## config.mk

```make
export PLATFORM = sky130hd
export DESIGN_NAME = imugr_regs
export DESIGN_NICKNAME = d
export VERILOG_FILES = /design/src/core/imugr_pkg.sv /design/src/core/imugr_regs.sv
export SDC_FILE = /design/constraint.sdc
export NUM_CORES = 1
export LEC_CHECK = 0
export BUFFER_PORTS_ARGS = -buffer_cell sky130_fd_sc_hd__buf_4
export CAP_MARGIN = 30
export CORE_AREA = 5 5 143 145
export CTS_BUF_LIST = sky130_fd_sc_hd__clkbuf_8
export CTS_CLUSTER_DIAMETER = 40
export CTS_CLUSTER_SIZE = 28
export DETAILED_ROUTE_END_ITERATION = 12
export DIE_AREA = 0 0 148 150
export PLACE_DENSITY = 0.85
export SLEW_MARGIN = 20
export SYNTH_ARGS = -nofsm -noshare
export SYNTH_HDL_FRONTEND = slang
export SYNTH_SLANG_ARGS = --single-unit
```

## constraint.sdc

```tcl
create_clock -name I_CLK -period 4.4 [get_ports I_CLK]
set_input_delay 0 -clock I_CLK [delete_from_list [all_inputs] [get_ports I_CLK]]
set_output_delay 0 -clock I_CLK [all_outputs]
set_load 0.1 [all_outputs]
```

## src/core/imugr_pkg.sv

```systemverilog
/*
  imugr_pkg: addresses, field positions, reset values, timing counts and
  state encoding for the angular-rate output and control register slice.
  Assumes a single 50 MHz core clock and an 8-bit register address space.
*/
package imugr_pkg;

  ////////////////////////////////////////////////////////////////////////
  // register addresses
  localparam logic [7:0] ADDR_RATE_XH    = 8'h43;
  localparam logic [7:0] ADDR_RATE_XL    = 8'h44;
  localparam logic [7:0] ADDR_RATE_YH    = 8'h45;
  localparam logic [7:0] ADDR_RATE_YL    = 8'h46;
  localparam logic [7:0] ADDR_RATE_ZH    = 8'h47;
  localparam logic [7:0] ADDR_RATE_ZL    = 8'h48;
  localparam logic [7:0] ADDR_PATH_RST   = 8'h68;
  localparam logic [7:0] ADDR_MOTION_CTL = 8'h69;
  localparam logic [7:0] ADDR_HOST_CTL   = 8'h6a;

  ////////////////////////////////////////////////////////////////////////
  // field positions
  localparam int BIT_ACCEL_RST     = 1;
  localparam int BIT_TEMP_RST      = 0;
  localparam int BIT_MOTION_EN     = 7;
  localparam int BIT_MOTION_MODE   = 6;
  localparam int BIT_MOTION_RSV0   = 0;
  localparam int BIT_FIFO_EN       = 6;
  localparam int BIT_TWO_WIRE_DIS  = 4;
  localparam int BIT_FIFO_RST      = 2;
  localparam int BIT_ALL_PATHS_RST = 0;

  ////////////////////////////////////////////////////////////////////////
  // reset values and codes
  localparam logic [7:0]  CTRL_RESET     = 8'h00;
  localparam logic [15:0] RATE_RESET     = 16'h0000;
  localparam logic [2:0]  IRQ_FIELD_ON   = 3'h7;
  localparam int          RATE_SENS_FS0  = 131;

  ////////////////////////////////////////////////////////////////////////
  // timing: fifo reset lasts at least one period of the 20 MHz internal clock
  localparam int CLK_PERIOD_NS    = 20;
  localparam int FIFO_RST_MIN_NS  = 50;
  localparam int FIFO_RST_CYC     = (FIFO_RST_MIN_NS + CLK_PERIOD_NS - 1) / CLK_PERIOD_NS;
  localparam logic [1:0] FIFO_RST_CNT = 2'(FIFO_RST_CYC);

  ////////////////////////////////////////////////////////////////////////
  // wake-on-motion sequencer
  typedef enum logic [1:0] {
    IMUGR_WOM_IDLE = 2'b00,
    IMUGR_WOM_ARM  = 2'b01,
    IMUGR_WOM_RUN  = 2'b11
  } imugr_wom_t;

endpackage : imugr_pkg

```

## src/core/imugr_regs.sv

```systemverilog
/*
  imugr_regs: angular-rate output bytes, signal-path reset, wake-on-motion
  control and host control registers behind the serial-interface register port.
  Assumes the serial front end decodes frames into one-cycle read/write strobes
  on I_CLK, and that sensor samples arrive from logic on the same clock.
*/
`timescale 1ns/100ps
module imugr_regs (
  // clock, reset, enable
  input  wire logic        I_CLK,
  input  wire logic        I_RST_N,
  input  wire logic        I_CE,
  // register port
  input  wire logic [7:0]  I_REG_ADDR,
  input  wire logic        I_REG_WR,
  input  wire logic [7:0]  I_REG_WDATA,
  input  wire logic        I_REG_RD,
  output logic      [7:0]  O_REG_RDATA,
  // rate samples from the gyro signal path
  input  wire logic        I_RATE_VALID,
  input  wire logic [15:0] I_RATE_X,
  input  wire logic [15:0] I_RATE_Y,
  input  wire logic [15:0] I_RATE_Z,
  // accel samples and motion settings
  input  wire logic        I_ACCEL_VALID,
  input  wire logic [15:0] I_ACCEL_X,
  input  wire logic [15:0] I_ACCEL_Y,
  input  wire logic [15:0] I_ACCEL_Z,
  input  wire logic [15:0] I_MOTION_THRESH,
  input  wire logic [2:0]  I_MOTION_IRQ_EN,
  // fifo host access
  input  wire logic        I_FIFO_RD_REQ,
  output logic             O_FIFO_RD_GRANT,
  // control outputs
  output logic             O_RATE_PATH_RST,
  output logic             O_ACCEL_PATH_RST,
  output logic             O_TEMP_PATH_RST,
  output logic             O_FIFO_RST,
  output logic             O_FIFO_HOST_EN,
  output logic             O_TWO_WIRE_DIS,
  output logic             O_MOTION_EVENT,
  output logic             O_MOTION_IRQ
);

  ////////////////////////////////////////////////////////////////////////
  // helpers
  function automatic logic moved(input logic [15:0] cur, input logic [15:0] ref_v,
                                 input logic [15:0] thr);
    logic signed [16:0] diff;
    diff = $signed({cur[15], cur}) - $signed({ref_v[15], ref_v});
    if (diff[16]) begin
      diff = -diff;
    end
    moved = (diff > $signed({1'b0, thr}));
  endfunction : moved

  ////////////////////////////////////////////////////////////////////////
  // state
  logic [15:0] rate_x_q, rate_y_q, rate_z_q;
  logic [15:0] ref_x_q, ref_y_q, ref_z_q;
  logic        accel_rst_q, temp_rst_q, all_rst_q;
  logic        mot_en_q, mot_mode_q, mot_rsv_q;
  logic        fifo_en_q, two_wire_dis_q;
  logic [1:0]  fifo_cnt_q;
  logic        event_q;
  logic [7:0]  rdata_q;
  imugr_pkg::imugr_wom_t wom_q, wom_d;

  ////////////////////////////////////////////////////////////////////////
  // decode
  wire wr_path  = I_REG_WR && (I_REG_ADDR == imugr_pkg::ADDR_PATH_RST);
  wire wr_mot   = I_REG_WR && (I_REG_ADDR == imugr_pkg::ADDR_MOTION_CTL);
  wire wr_host  = I_REG_WR && (I_REG_ADDR == imugr_pkg::ADDR_HOST_CTL);
  wire all_go   = wr_host && I_REG_WDATA[imugr_pkg::BIT_ALL_PATHS_RST];
  wire fifo_go  = wr_host && I_REG_WDATA[imugr_pkg::BIT_FIFO_RST];
  wire fifo_on  = (fifo_cnt_q != 2'h0);
  wire [7:0] path_rb = {6'h00, accel_rst_q, temp_rst_q};
  wire [7:0] mot_rb  = {mot_en_q, mot_mode_q, 5'h00, mot_rsv_q};
  wire [7:0] host_rb = {1'b0, fifo_en_q, 1'b0, two_wire_dis_q, 1'b0, fifo_on, 1'b0,
                        all_rst_q};

  wire [7:0] rd_mux =
    (I_REG_ADDR == imugr_pkg::ADDR_RATE_XH)    ? rate_x_q[15:8] :
    (I_REG_ADDR == imugr_pkg::ADDR_RATE_XL)    ? rate_x_q[7:0]  :
    (I_REG_ADDR == imugr_pkg::ADDR_RATE_YH)    ? rate_y_q[15:8] :
    (I_REG_ADDR == imugr_pkg::ADDR_RATE_YL)    ? rate_y_q[7:0]  :
    (I_REG_ADDR == imugr_pkg::ADDR_RATE_ZH)    ? rate_z_q[15:8] :
    (I_REG_ADDR == imugr_pkg::ADDR_RATE_ZL)    ? rate_z_q[7:0]  :
    (I_REG_ADDR == imugr_pkg::ADDR_PATH_RST)   ? path_rb        :
    (I_REG_ADDR == imugr_pkg::ADDR_MOTION_CTL) ? mot_rb         :
    (I_REG_ADDR == imugr_pkg::ADDR_HOST_CTL)   ? host_rb        : 8'h00;

  ////////////////////////////////////////////////////////////////////////
  // rate outputs; writes to these addresses are ignored
  always_ff @(posedge I_CLK) begin
    if (!I_RST_N) begin
      rate_x_q <= imugr_pkg::RATE_RESET;
      rate_y_q <= imugr_pkg::RATE_RESET;
      rate_z_q <= imugr_pkg::RATE_RESET;
    end else if (I_CE) begin
      if (all_go) begin
        rate_x_q <= imugr_pkg::RATE_RESET;
        rate_y_q <= imugr_pkg::RATE_RESET;
        rate_z_q <= imugr_pkg::RATE_RESET;
      end else if (I_RATE_VALID) begin
        rate_x_q <= I_RATE_X;
        rate_y_q <= I_RATE_Y;
        rate_z_q <= I_RATE_Z;
      end
    end
  end

  ////////////////////////////////////////////////////////////////////////
  // control registers and reset pulses
  always_ff @(posedge I_CLK) begin
    if (!I_RST_N) begin
      accel_rst_q    <= 1'b0;
      temp_rst_q     <= 1'b0;
      all_rst_q      <= 1'b0;
      {mot_en_q, mot_mode_q, mot_rsv_q} <= 3'h0;
      fifo_en_q      <= 1'b0;
      two_wire_dis_q <= 1'b0;
      fifo_cnt_q     <= 2'h0;
      rdata_q        <= imugr_pkg::CTRL_RESET;
    end else if (I_CE) begin
      accel_rst_q <= wr_path && I_REG_WDATA[imugr_pkg::BIT_ACCEL_RST];
      temp_rst_q  <= wr_path && I_REG_WDATA[imugr_pkg::BIT_TEMP_RST];
      all_rst_q   <= all_go;
      if (wr_mot) begin
        mot_en_q   <= I_REG_WDATA[imugr_pkg::BIT_MOTION_EN];
        mot_mode_q <= I_REG_WDATA[imugr_pkg::BIT_MOTION_MODE];
        mot_rsv_q  <= I_REG_WDATA[imugr_pkg::BIT_MOTION_RSV0];
      end
      if (wr_host) begin
        fifo_en_q      <= I_REG_WDATA[imugr_pkg::BIT_FIFO_EN];
        two_wire_dis_q <= I_REG_WDATA[imugr_pkg::BIT_TWO_WIRE_DIS];
      end
      // self-clearing fifo reset, rounded up to whole cycles
      if (fifo_go) begin
        fifo_cnt_q <= imugr_pkg::FIFO_RST_CNT;
      end else if (fifo_on) begin
        fifo_cnt_q <= fifo_cnt_q - 2'h1;
      end
      if (I_REG_RD) begin
        rdata_q <= rd_mux;
      end
    end
  end

  ////////////////////////////////////////////////////////////////////////
  // wake-on-motion
  wire hit = moved(I_ACCEL_X, ref_x_q, I_MOTION_THRESH) ||
             moved(I_ACCEL_Y, ref_y_q, I_MOTION_THRESH) ||
             moved(I_ACCEL_Z, ref_z_q, I_MOTION_THRESH);

  always_comb begin
    wom_d = wom_q;
    case (wom_q)
      imugr_pkg::IMUGR_WOM_IDLE: begin
        if (mot_en_q) begin
          wom_d = imugr_pkg::IMUGR_WOM_ARM;
        end
      end
      imugr_pkg::IMUGR_WOM_ARM: begin
        if (!mot_en_q) begin
          wom_d = imugr_pkg::IMUGR_WOM_IDLE;
        end else if (I_ACCEL_VALID) begin
          wom_d = imugr_pkg::IMUGR_WOM_RUN;
        end
      end
      imugr_pkg::IMUGR_WOM_RUN: begin
        if (!mot_en_q) begin
          wom_d = imugr_pkg::IMUGR_WOM_IDLE;
        end
      end
      default: wom_d = imugr_pkg::IMUGR_WOM_IDLE;
    endcase
  end

  // an accel-path reset drops to idle and re-arms a cycle later; the first sample in arm becomes the new reference
  wire run     = (wom_q == imugr_pkg::IMUGR_WOM_RUN);
  wire take_rf = I_ACCEL_VALID && ((wom_q == imugr_pkg::IMUGR_WOM_ARM) ||
                                   (run && mot_mode_q));

  always_ff @(posedge I_CLK) begin
    if (!I_RST_N) begin
      wom_q   <= imugr_pkg::IMUGR_WOM_IDLE;
      ref_x_q <= imugr_pkg::RATE_RESET;
      ref_y_q <= imugr_pkg::RATE_RESET;
      ref_z_q <= imugr_pkg::RATE_RESET;
      event_q <= 1'b0;
    end else if (I_CE) begin
      wom_q   <= (accel_rst_q || all_rst_q) ? imugr_pkg::IMUGR_WOM_IDLE : wom_d;
      event_q <= run && mot_en_q && I_ACCEL_VALID && hit;
      if (take_rf) begin
        ref_x_q <= I_ACCEL_X;
        ref_y_q <= I_ACCEL_Y;
        ref_z_q <= I_ACCEL_Z;
      end
    end
  end

  ////////////////////////////////////////////////////////////////////////
  // outputs
  assign O_REG_RDATA      = rdata_q;
  assign O_RATE_PATH_RST  = all_rst_q;
  assign O_ACCEL_PATH_RST = accel_rst_q || all_rst_q;
  assign O_TEMP_PATH_RST  = temp_rst_q || all_rst_q;
  assign O_FIFO_RST       = fifo_on;
  assign O_FIFO_HOST_EN   = fifo_en_q;
  assign O_TWO_WIRE_DIS   = two_wire_dis_q;
  assign O_MOTION_EVENT   = event_q;
  assign O_FIFO_RD_GRANT  = I_FIFO_RD_REQ && fifo_en_q;
  assign O_MOTION_IRQ     = event_q && (I_MOTION_IRQ_EN == imugr_pkg::IRQ_FIELD_ON);
endmodule : imugr_regs

```

Yosys cells after proc, flatten, opt, wreduce, memory -nomap -nowiden
Cells that the tools add are included.
Widths: inputs -> output; s select.
{"block": "word_totals", "register_bits": 117, "input_bits": 139, "wordCells": 99}
{"block": "op_classes", "addsub": 7, "magnitude_cmp": 3, "n_eq_ne": 15, "mux": 26, "n_reduce_logical": 30}
{"cell": "$mux 16", "count": 6}
{"cell": "$eq 8x7->1 const B", "count": 9}
{"cell": "$mux 8", "count": 8}
{"cell": "$gt 17x17->1", "count": 3}
{"cell": "$mux 17", "count": 3}
{"cell": "$neg 17->17", "count": 3}
{"cell": "$sub 16x16->17", "count": 3}
{"cell": "$logic_and 1x1->1", "count": 14}
{"cell": "$mux 2", "count": 7}
{"cell": "$reduce_and 2->1", "count": 6}
{"cell": "$mux 7", "count": 1}
{"cell": "$ne 3x3->1 const B", "count": 2}
{"cell": "$pmux 2 s3", "count": 1}
{"cell": "$reduce_bool 2->1", "count": 3}
{"cell": "$logic_or 1x1->1", "count": 5}
{"cell": "$ne 4x4->1 const B", "count": 1}
{"cell": "$reduce_and 4->1", "count": 1}
{"cell": "$eq 3x3->1 const B", "count": 1}
{"cell": "$eq 2x1->1 const B", "count": 1}
{"cell": "$eq 2x2->1 const B", "count": 1}
{"cell": "$logic_not 2->1", "count": 1}
{"cell": "$sub 2x1->2 const B", "count": 1}

Logic depth before layout (Yosys ltp)
Gate-level depths: netlist of run 1.
{"block": "depth", "word_depth": 10, "depth_mapped": 22}

Worst setup path after synthesis of run 1
Ideal clock, no wire load.
{"block": "synth_timing", "path_type": "register -> register", "from": "reg ref_z_q[0]", "to": "reg event_q (netlist: O_MOTION_EVENT)", "setup_time_ps": 138, "t_arrival_ps": 4265, "required_time_ps": 4262, "path_slack_ps": -3, "stages_incl_launch_ff": 21, "n_path_buf": 0, "period_less_slack_ps": 4403, "cell_sequence": "dfxtp_1 -> ha_1 -> inv_1 -> fa_1 -> a211o_1 -> a21o_1 -> a311oi_1 -> o2111ai_1 -> a2111oi_2 -> a31oi_1 -> xor2_1 -> ha_1 -> a21o_1 -> a21o_1 -> a21o_1 -> a21oi_1 -> nor2_1 -> a211o_1 -> o21a_1 -> o41ai_1 -> o211ai_1"}
{"block": "synth_via", "elab_chain_cells": 6}
{"element": "from (decl)", "line": "imugr_regs.sv:60", "rtl": "logic [15:0] ref_x_q, ref_y_q, ref_z_q;"}
{"element": "from (signal assigned)", "line": "imugr_regs.sv:190", "rtl": "ref_z_q <= imugr_pkg::RATE_RESET;"}
{"element": "$sub 16x16->17 *", "line": "imugr_regs.sv:50", "rtl": "diff = $signed({cur[15], cur}) - $signed({ref_v[15], ref_v});"}
{"element": "$neg 17->17", "line": "imugr_regs.sv:52", "rtl": "diff = -diff;"}
{"element": "$mux 17 *", "line": "imugr_regs.sv:51", "rtl": "if (diff[16]) begin"}
{"element": "$gt 17x17->1 *", "line": "imugr_regs.sv:54", "rtl": "moved = (diff > $signed({1'b0, thr}));"}
{"element": "$logic_or 1x1->1 *", "line": "imugr_regs.sv:153", "rtl": "moved(I_ACCEL_Y, ref_y_q, I_MOTION_THRESH) ||"}
{"element": "$logic_and 1x1->1 *", "line": "imugr_regs.sv:194", "rtl": "event_q <= run && mot_en_q && I_ACCEL_VALID && hit;"}
{"element": "to (signal assigned)", "line": "imugr_regs.sv:194"}
{"element": "to (decl)", "line": "imugr_regs.sv:65", "rtl": "logic event_q;"}
Mark *: on every way between the ends. The rest lies on a longest branch, timed or not.
A chain may end at the register's enable or synchronous reset.

Worst setup path in the final report of run 1
{"block": "layout_timing", "from": "reg ref_x_q[2]", "to": "reg event_q (netlist: O_MOTION_EVENT)"}
{"block": "layout_via", "elab_chain_cells": 7}
{"element": "from (decl)", "line": "imugr_regs.sv:60"}
{"element": "from (signal assigned)", "line": "imugr_regs.sv:188", "rtl": "ref_x_q <= imugr_pkg::RATE_RESET;"}
{"element": "$sub 16x16->17 *", "line": "imugr_regs.sv:50"}
{"element": "$neg 17->17", "line": "imugr_regs.sv:52"}
{"element": "$mux 17 *", "line": "imugr_regs.sv:51"}
{"element": "$gt 17x17->1 *", "line": "imugr_regs.sv:54"}
{"element": "$logic_or 1x1->1 *", "line": "imugr_regs.sv:152", "rtl": "wire hit = moved(I_ACCEL_X, ref_x_q, I_MOTION_THRESH) ||"}
{"element": "$logic_or 1x1->1 *", "line": "imugr_regs.sv:153"}
{"element": "$logic_and 1x1->1 *", "line": "imugr_regs.sv:194"}
Marks and branches as above.

==> summary.txt, run 1 <==
Status
  – Status: complete, no violations

Setup path
  – WP data arrival: 4.71 ns
  – CP max stage cell: or4_4
  – Top delay family on crit path: simple AND/OR/NAND/NOR gates
  – WP buf/inv: 2
  – Crit-path max FO: 5
  – Crit Reg-Reg Endpoint: O_MOTION_EVENT
  – CP Cell Sequence: inv_1 -> ha_4 -> nor2b_4 -> o211ai_1 -> buf_4 -> a21bo_1 -> a21oi_2 -> or3b_4 -> or3_4 -> or4_4 -> o31ai_4 -> xnor2_1 -> ha_1 -> o21a_1 -> nand2_1 -> a31oi_1 -> nor4_1 -> a311oi_1 -> o41ai_1 -> o211ai_1
  – Crit start category: register
  – Max stage delay on crit path: 0.44 ns
  – Worst r2r src: ref_x_q[2]
  – FF-to-FF setup slack: 0.08 ns
  – Most used cell, CP: o211ai_1
  – Worst Reg-to-Reg Cells: 20
  – CP Class: register to register
  – Critical Path Sink Type: register
  – Critical Path RT: 4.79 ns

Min path
  – Hold path depth: 4
  – Min-delay src: I_REG_ADDR[3]
  – HP Class: input pin to register
  – Hold EP: O_REG_RDATA[6]

Floorplanning
  – Core area: 19100 µm²
  – Die X: 148 µm
  – Die span in y: 150 µm
  – Number of core rows: 51
  – # IOs: 156
  – Initial core utilization: 0.495
  – Die area: 22200 µm²

Power
  – Clock share of power: 0.320
  – Int Pwr: 2.18 mW
  – Switching Share: 0.348
  – Maximum vdd drop: 0.000196 V
  – Comb pwr share: 0.347
  – Pwr per Cell Area: 262 nW/µm²
  – Reg power frac: 0.332
  – Leakage: 5.16 nW
  – Switching power: 1.17 mW

Timing
  – Final min period: 4.32 ns
  – Worst Tran Pin Value: 0.978 ns
  – Fin. Hold Viols: 0
  – RSZ-0062 raised after global routing: true
  – Setup TNS: 0 ns
  – Final setup vio count: 0
  – Max-slew violations: 0
  – F_max: 0.231 GHz
  – Fin crit share: 0.983
  – Max_slew headroom: 0.342
  – Clock Skew: 0.0158 ns

Yosys
  – Yosys warns: 0
  – Async SR Flop Fraction: 0
  – Area leader, netlist: dfxtp_1
  – Post-Syn Area per Cell: 7.90 µm²
  – Post-synth EDFFs: 0
  – Syn nets: 1439
  – Yosys cell types: 80
  – Cell Area, Synth: 9450 µm²
  – Top_reg_cell synth: dfxtp_1
  – Syn Inst Count: 1197
  – Post-synthesis sequential area ratio: 0.248
  – Flops & latches, synth: 117
  – Yosys top cell area share: 0.248
  – Top post-synthesis cells by area: dfxtp_1, ha_1, nand2_1

Place
  – Placed cells: 1564
  – HPWL after DPL: 19200 µm
  – I/O Buffers: 153
  – RD Place Congestion: 0.892

Routing
  – Via Count: 9845
  – Initial DRC count: 641
  – Total wire length: 28400 µm
  – Number of nets with antenna violations after routing: 0
  – Vias per std cell: 5.75
  – TritonRoute pass-1 iters: 7
  – DRC violations left: 0
  – DR WL/cell: 16.6 µm

Global route
  – GRT Total Usage: 0.248
  – First-pass GRT wire length: 45800 µm
  – Vias in the first global route: 9935
  – Initial antenna violation count: 0
  – Overflow after GRT: 0
  – Largest net degree at the start of global routing: 61

Layout
  – Fin cells: 1713
  – Fin util: 0.669
  – Ant diodes: 0
  – Layout Nets: 1704
  – Most common cell after layout, fill and taps aside: buf_4
  – Most frequent cells in the layout: buf_4, nand2_1, dfxtp_1, dlygate4sd3_1, ha_1
  – # fillers: 1464
  – Layout cells sized above 1: 0.191
  – Area grow syn2layout: 35.0%

Clock tree
  – CTS root buf: clkbuf_8
  – H-tree depth: 4
  – Max clock buf depth: 2
  – CTS clk-pin slew, worst paths: 0.09 ns
  – CTS Buf Count: 17
  – Clk_lat worst skew: 0.47 ns
  – CTS tree: done
  – # clock sinks: 117

Flow run
  – Max-Cap Viols: 0
==> timing repair <==
item	CTS	global route
gates resized for setup	8	45
pin swaps	14	32
setup endpoints to repair	1	1
hold buffers	109	0
hold endpoints to repair	108	0
cloned	0	0
setup buffers	2	5
==> worst register-to-register path: stages, from the launching register on <==
cell,delay [ns]
dfxtp_1,0.36
inv_1,0.07
ha_4,0.24
nor2b_4,0.13
o211ai_1,0.27
buf_4,0.17
a21bo_1,0.12
a21oi_2,0.07
or3b_4,0.42
or3_4,0.42
or4_4,0.44
o31ai_4,0.18
xnor2_1,0.10
ha_1,0.31
o21a_1,0.16
nand2_1,0.07
a31oi_1,0.19
nor4_1,0.08
a311oi_1,0.25
o41ai_1,0.11
o211ai_1,0.09
==> synthesized netlist by cell type (all sizes together) (43+ instances only) <==
cell type,number
nor2b,73
clkbuf,46
a21boi,52
ha,100
a22oi,54
a21oi,73
xnor2,43
nand2,151
nor2,62
dfxtp,117
inv,86
o21ai,44
==> state kept, by name, summed over array words and instances (netlist names) <==
register / flops
rate_x_q: 16
ref_y_q: 16
mot_rsv_q: 1
fifo_cnt_q: 2
ref_x_q: 16
rate_z_q: 16
O_REG_RDATA: 8
ref_z_q: 16
mot_mode_q: 1
temp_rst_q: 1
O_MOTION_EVENT: 1
O_RATE_PATH_RST: 1
rate_y_q: 16
wom_q: 2
O_TWO_WIRE_DIS: 1
O_FIFO_HOST_EN: 1
mot_en_q: 1
accel_rst_q: 1
==> how the worst max path moves through the flow <==
stage	cells past startpoint	startpoint	endpoint
2_1_floorplan	20	ref_z_q[0]	O_MOTION_EVENT
3_3_place_gp	20	ref_z_q[0]	O_MOTION_EVENT
3_5_place_dp	19	ref_x_q[0]	O_MOTION_EVENT
4_1_cts	21	ref_x_q[0]	O_MOTION_EVENT
5_1_grt	23	ref_z_q[0]	O_MOTION_EVENT
6_report	20	ref_x_q[2]	O_MOTION_EVENT
==> kinds of logic (layout without fill, tap and decap cells) <==
kind of cell | Yosys count | in the layout | synth area share
flops | 117 | 117 | 0.248
xor+xnor | 69 | 69 | 0.0647
compound gates | 359 | 359 | 0.264
fa+ha+maj | 103 | 103 | 0.139
mux | 18 | 18 | 0.0230
buf+inv | 137 | 415 | 0.0545
simple gates | 394 | 394 | 0.207
==> layout make-up <==
type                            count  area (µm²)  area share
Multi-Input combinational cell    943        6850       0.536
Timing Repair Buffer              297        2540       0.199
Sequential cell                   117        2350       0.184
Inverter                           86         323      0.0253
Tap cell                          238         298      0.0233
Clock buffer                       18         248      0.0194
Clock inverter                     14         165      0.0129
==> per-stage QoR <==
stage | cell area, µm² | total power, mW | hold WS (ns) | worst slack [ns]
after floorplan | 9460 | 1.84 | 0.145 | 0.0343
after global placement | 10900 | 2.10 | 0.261 | 0.0795
after detailed placement | 10900 | 2.14 | 0.278 | -0.0797
after CTS | 12500 | 3.31 | 0.0107 | 0.00583
after global routing | 12800 | 3.54 | 0.0357 | -0.160
final | 12800 | 3.35 | 0.0450 | 0.0759
==> per-layer routing <==
| metal | up-vias | share of wire | track usage |
|---|---|---|---|
| met5 | - | 0 | 0 |
| met4 | 0 | 0.032 | 0.0961 |
| li1 | 4820 | - | - |
| met3 | 72 | 0.060 | 0.0521 |
| met2 | 350 | 0.51 | 0.458 |
| met1 | 4603 | 0.40 | 0.277 |
==> power groups by stage <==
stage	clock network, mW	registers [mW]	logic (mW)
floorplan	0	1.16	0.680
global placement	0	1.13	0.968
detailed placement	0	1.13	1.00
CTS	1.10	1.11	1.10
global route	1.14	1.12	1.28
finish	1.07	1.11	1.16
Note: power is estimated with default switching activity, not from simulation.
==> inputs of run 2 (changes only) <==
- CORE_AREA: 5 5 143 145 -> 5 5 145 147
- DIE_AREA: 0 0 148 150 -> 0 0 150 152
- PLACE_DENSITY: 0.85 -> 0.83
==> run 2 against run 1 <==
Compared with the run above:
- sequential share of layout area decreased by 0.40 points
- count of clock-buffer cells in the layout decreased by 1
- the flow now finishes with violations (setup timing)
- die area increased by 2.7%
- critical path depth increased by 1
- clock skew increased by 0.0038 ns
- sequential power about the same
- hold slack improved by 0.078 ns
- largest power group unchanged
- non-clock buffer count increased by 31
- register-to-register slack got worse by 0.11 ns
- total power decreased by 0.14%
- highest routed layer unchanged
==> summary.txt, run 2 (same netlist as run 1, synthesis figures left out) <==
Status
  – Status: finished with violations
  – Failing checks: setup timing

Floorplanning
  – Die area: 22800 µm²
  – Initial core utilization: 0.478
  – # IOs: 156
  – Number of core rows: 52
  – Core area: 19800 µm²
  – Die span in y: 152 µm
  – Die X: 150 µm

Setup path
  – Crit Reg-Reg Endpoint: O_MOTION_EVENT
  – Critical Path Sink Type: register
  – Worst r2r src: ref_x_q[0]
  – Worst Reg-to-Reg Cells: 21
  – Crit-path max FO: 8
  – WP data arrival: 4.77 ns
  – FF-to-FF setup slack: -0.03 ns
  – CP Class: register to register
  – Critical Path RT: 4.74 ns
  – Crit start category: register

Global route
  – Initial antenna violation count: 0
  – Overflow after GRT: 0
  – First-pass GRT wire length: 45300 µm
  – Largest net degree at the start of global routing: 77
  – GRT Total Usage: 0.236
  – Vias in the first global route: 9722

Clock tree
  – # clock sinks: 117
  – CTS tree: done
  – CTS clk-pin slew, worst paths: 0.10 ns
  – CTS Buf Count: 17
  – H-tree depth: 4
  – Clk_lat worst skew: 0.46 ns
  – Max clock buf depth: 2
  – CTS root buf: clkbuf_8

Routing
  – Number of nets with antenna violations after routing: 0
  – TritonRoute pass-1 iters: 5
  – Via Count: 9925
  – Vias per std cell: 5.59
  – Total wire length: 27900 µm
  – DR WL/cell: 15.7 µm
  – DRC violations left: 0
  – Initial DRC count: 551

Layout
  – Most common cell after layout, fill and taps aside: buf_4
  – Ant diodes: 0
  – Fin util: 0.659
  – Most frequent cells in the layout: buf_4, nand2_1, dlygate4sd3_1, dfxtp_1, ha_1
  – Cell area after layout: 13000 µm²
  – Layout cells sized above 1: 0.185
  – Fin cells: 1776
  – Layout Nets: 1735
  – Area grow syn2layout: 38.0%

Power
  – Comb pwr share: 0.351
  – Pwr per Cell Area: 256 nW/µm²
  – Clock share of power: 0.316
  – Switching power: 1.17 mW
  – Int Pwr: 2.18 mW
  – Leakage: 5.35 nW
  – Switching Share: 0.349
  – Reg power frac: 0.333
  – Maximum vdd drop: 0.000223 V

Flow run
  – Max-Cap Viols: 0

Timing
  – Final min period: 4.43 ns
  – Max_slew headroom: 0.525
  – Worst Tran Pin Value: 0.712 ns
  – Clock Skew: 0.0196 ns
  – RSZ-0062 raised after global routing: true
  – F_max: 0.225 GHz
  – Final hold slack: 0.123 ns
  – Fin crit share: 1.01
  – Fin. Hold Viols: 0
  – Final setup vio count: 1
  – Max-slew violations: 0
  – Final worst setup slack: -0.0347 ns

Min path
  – HP Class: input pin to register
  – Hold path depth: 5
  – Hold EP: O_REG_RDATA[0]
  – Min-delay src: I_REG_ADDR[3]

Place
  – Placement Cell Area: 11000 µm²
  – Placed cells: 1596
  – Worst slack, placed: -0.0975 ns
  – I/O Buffers: 153
  – RD Place Congestion: 0.905
  – HPWL after DPL: 19100 µm
## run 2: per-stage QoR
stage	TNS, ns	power [mW]
2_1_floorplan	0	1.84
3_3_place_gp	0	2.10
3_5_place_dp	-0.0975	2.14
4_1_cts	0	3.28
5_1_grt	-0.220	3.53
6_report	-0.0347	3.34
## run 2: critical path: stages, from the launching register on
cell,delay (ns)
dfxtp_1,0.33
ha_2,0.18
fa_2,0.39
nor2b_4,0.12
o211ai_1,0.17
a21boi_0,0.35
or2_2,0.20
a41o_1,0.21
a2bb2oi_2,0.26
buf_12,0.16
nor2_1,0.04
a21oi_1,0.17
ha_1,0.27
nor2b_1,0.13
o21a_1,0.16
o21a_1,0.16
o21ai_0,0.27
a31oi_2,0.15
nor4_2,0.25
a311oi_1,0.10
o41ai_1,0.08
o211ai_1,0.13
## run 2: power groups by stage
stage | clock network [mW] | registers, mW | logic (mW)
4_1_cts | 1.07 | 1.11 | 1.10
3_3_place_gp | 0 | 1.13 | 0.972
3_5_place_dp | 0 | 1.13 | 1.01
5_1_grt | 1.13 | 1.11 | 1.29
2_1_floorplan | 0 | 1.16 | 0.680
6_report | 1.06 | 1.11 | 1.17
## run 2: worst max-delay path by stage
stage | from | endpoint | cells past startpoint
2_1_floorplan | ref_z_q[0] | O_MOTION_EVENT | 20
3_3_place_gp | ref_z_q[0] | O_MOTION_EVENT | 21
3_5_place_dp | ref_x_q[0] | O_MOTION_EVENT | 21
4_1_cts | ref_x_q[1] | O_MOTION_EVENT | 19
5_1_grt | ref_x_q[2] | O_MOTION_EVENT | 20
6_report | ref_x_q[0] | O_MOTION_EVENT | 21
## run 2: what timing repair did
item                                    CTS  global route
hold buffers                            136             0
pin swaps                                 3            38
endpoints found under the setup margin    1             1
endpoints found under the hold margin   110             0
gates resized for setup                   6            35
setup buffers                             1            10
## run 2: layout make-up
cell class | count | area, µm²
inverters | 86 | 323
clock inverters | 15 | 171
well taps | 270 | 338
multi-input cells | 943 | 6800
clock buffers | 17 | 234
flip-flops and latches | 117 | 2340
repair buffers | 328 | 2840
fillers | 1587 | 6740
## run 2: metal layers
layer	GRT usage	vias up	share of wire
met2	0.430	345	0.51
li1	-	4879	-
met5	0	-	0
met1	0.273	4643	0.41
met4	0.0841	0	0.022
met3	0.0426	58	0.059
==> inputs of run 3 (changes only) <==
- CORE_AREA: 5 5 145 147 -> 5 5 144 146
- DIE_AREA: 0 0 150 152 -> 0 0 149 151
- PLACE_DENSITY: 0.83 -> 0.84
==> run 3 against run 2 <==
Compared with the run above:
- the flow still finishes with violations (setup timing)
- global-route usage is 0.65 points higher
- clock skew shrank 0.0015 ns
- cell area decreased by 1.8%
- final cell count down 1.4%
- hold slack gained 0.0070 ns
- setup slack better by 0.023 ns
==> summary.txt, run 3 (same netlist as run 1, synthesis figures left out) <==
Layout
  – Fin util: 0.665
  – Layout Nets: 1715
  – Area occupied by multi-input gates: 6750 µm²
  – Most frequent cells in the layout: buf_4, nand2_1, dlygate4sd3_1, dfxtp_1, ha_1
  – Fin cells: 1752
  – Most common cell after layout, fill and taps aside: buf_4
  – Cell area after layout: 12800 µm²
  – Sequential cell area: 2340 µm²
  – Area grow syn2layout: 35.5%
  – Layout cells sized above 1: 0.181
  – # fillers: 1530

Clock tree
  – CTS tree: done
  – CTS clk-pin slew, worst paths: 0.09 ns
  – CTS Buf Count: 17
  – Clk_lat worst skew: 0.46 ns
  – CTS root buf: clkbuf_8
  – Max clock buf depth: 2
  – # clock sinks: 117
  – H-tree depth: 4

Setup path
  – CP Class: register to register
  – Worst Setup SP: ref_x_q[0]
  – Crit Reg-Reg Endpoint: O_MOTION_EVENT
  – Critical Path Sink Type: register
  – Crit start category: register
  – Worst Reg-to-Reg Cells: 19
  – FF-to-FF setup slack: -0.01 ns
  – Worst r2r src: ref_x_q[0]
  – Crit-path max FO: 4
  – WP data arrival: 4.80 ns
  – Critical Path RT: 4.79 ns
  – Crit path capture: O_MOTION_EVENT

Status
  – Failing checks: setup timing
  – Status: finished with violations

Flow run
  – Max-Cap Viols: 0

Power
  – Reg power frac: 0.333
  – Leakage: 5.20 nW
  – Comb pwr share: 0.343
  – Clock share of power: 0.324
  – Int Pwr: 2.17 mW
  – Switching Share: 0.350
  – Maximum vdd drop: 0.000297 V
  – Pwr per Cell Area: 261 nW/µm²
  – Switching power: 1.17 mW

Global route
  – First-pass GRT wire length: 45400 µm
  – Vias in the first global route: 9806
  – Initial antenna violation count: 0
  – GRT Total Usage: 0.242
  – Largest net degree at the start of global routing: 74
  – Overflow after GRT: 0

Timing
  – Final hold slack: 0.130 ns
  – RSZ-0062 raised after global routing: true
  – Max-slew violations: 0
  – F_max: 0.227 GHz
  – Worst Tran Pin Value: 0.805 ns
  – Max_slew headroom: 0.462
  – Final worst setup slack: -0.0118 ns
  – Final setup vio count: 1
  – Fin crit share: 1.00
  – Clock Skew: 0.0182 ns
  – Fin. Hold Viols: 0
  – Final min period: 4.41 ns

Routing
  – Vias per std cell: 5.60
  – Via Count: 9813
  – Total wire length: 27800 µm
  – DR WL/cell: 15.9 µm
  – Initial DRC count: 666
  – Number of nets with antenna violations after routing: 0
  – TritonRoute pass-1 iters: 5
  – DRC violations left: 0

Place
  – HPWL after DPL: 18800 µm
  – Placed cells: 1591
  – I/O Buffers: 153
  – RD Place Congestion: 0.911
  – Placement Cell Area: 11000 µm²

Floorplanning
  – Die span in y: 151 µm
  – Initial core utilization: 0.491
  – Core area: 19300 µm²
  – Number of core rows: 51
  – Die X: 149 µm
  – Die area: 22500 µm²
  – # IOs: 156

Min path
  – HP Class: input pin to register
==> run 3: routing by layer <==
metal | global-route usage | part of all wire
met5 | 0 | 0
met1 | 0.277 | 0.41
met3 | 0.0482 | 0.065
met4 | 0.0851 | 0.026
met2 | 0.449 | 0.50
==> run 3: area by class of cell <==
cell class              instances  share of cell area
repair buffers                308               0.206
flip-flops and latches        117               0.183
clock buffers                  17              0.0183
inverters                      86              0.0252
clock inverters                15              0.0141
diodes                          1            0.000195
multi-input cells             943               0.527
well taps                     265              0.0259
==> run 3: power groups by stage <==
stage | Combinational (mW) | Sequential (mW) | Clock [mW]
after floorplan | 0.680 | 1.16 | 0
after global placement | 0.972 | 1.13 | 0
after detailed placement | 0.999 | 1.13 | 0
after CTS | 1.09 | 1.11 | 1.10
after global routing | 1.27 | 1.11 | 1.14
final | 1.14 | 1.11 | 1.08
==> run 3: worst min-delay path by stage <==
| stage | from | end | depth (start not counted) |
|---|---|---|---|
| final | I_REG_ADDR[0] | O_REG_RDATA[1] | 3 |
| after global routing | I_REG_ADDR[0] | O_REG_RDATA[1] | 3 |
| after CTS | I_REG_ADDR[3] | O_REG_RDATA[5] | 5 |
| after detailed placement | I_REG_WDATA[7] | mot_en_q | 3 |
| after global placement | I_REG_WDATA[4] | O_TWO_WIRE_DIS | 3 |
| after floorplan | I_ACCEL_X[10] | ref_x_q[10] | 2 |
==> run 3: worst max-delay path, stage by stage, from the launching register on <==
cell and delay [ns]:
dfxtp_2 0.34, ha_4 0.16, fa_2 0.42, nor2b_4 0.12
o211ai_1 0.18, a21oi_2 0.21, a21oi_2 0.05, or3b_4 0.41
or3_4 0.43, or4_4 0.44, o31ai_4 0.19, xnor2_1 0.11
ha_1 0.31, o21a_1 0.17, nand2_1 0.07, a31oi_1 0.15
nor4_1 0.08, a311oi_1 0.29, o41ai_1 0.13, o211ai_1 0.09
==> run 3: what timing repair did <==
item                                   in CTS  in global routing
buffers inserted                            4                  5
hold buffers                              118                  0
endpoints found under the hold margin     110                  0
gates resized for setup                     9                 26
setup endpoints to repair                   1                  1
pin swaps                                  16                 22
==> run 3: per-stage QoR <==
step	setup WS, ns	total power, mW	TNS, ns
floorplan	0.0343	1.84	0
global placement	0.0144	2.11	0
detailed placement	-0.101	2.13	-0.101
CTS	0.0150	3.30	0
global route	-0.141	3.52	-0.141
finish	-0.0118	3.34	-0.0118
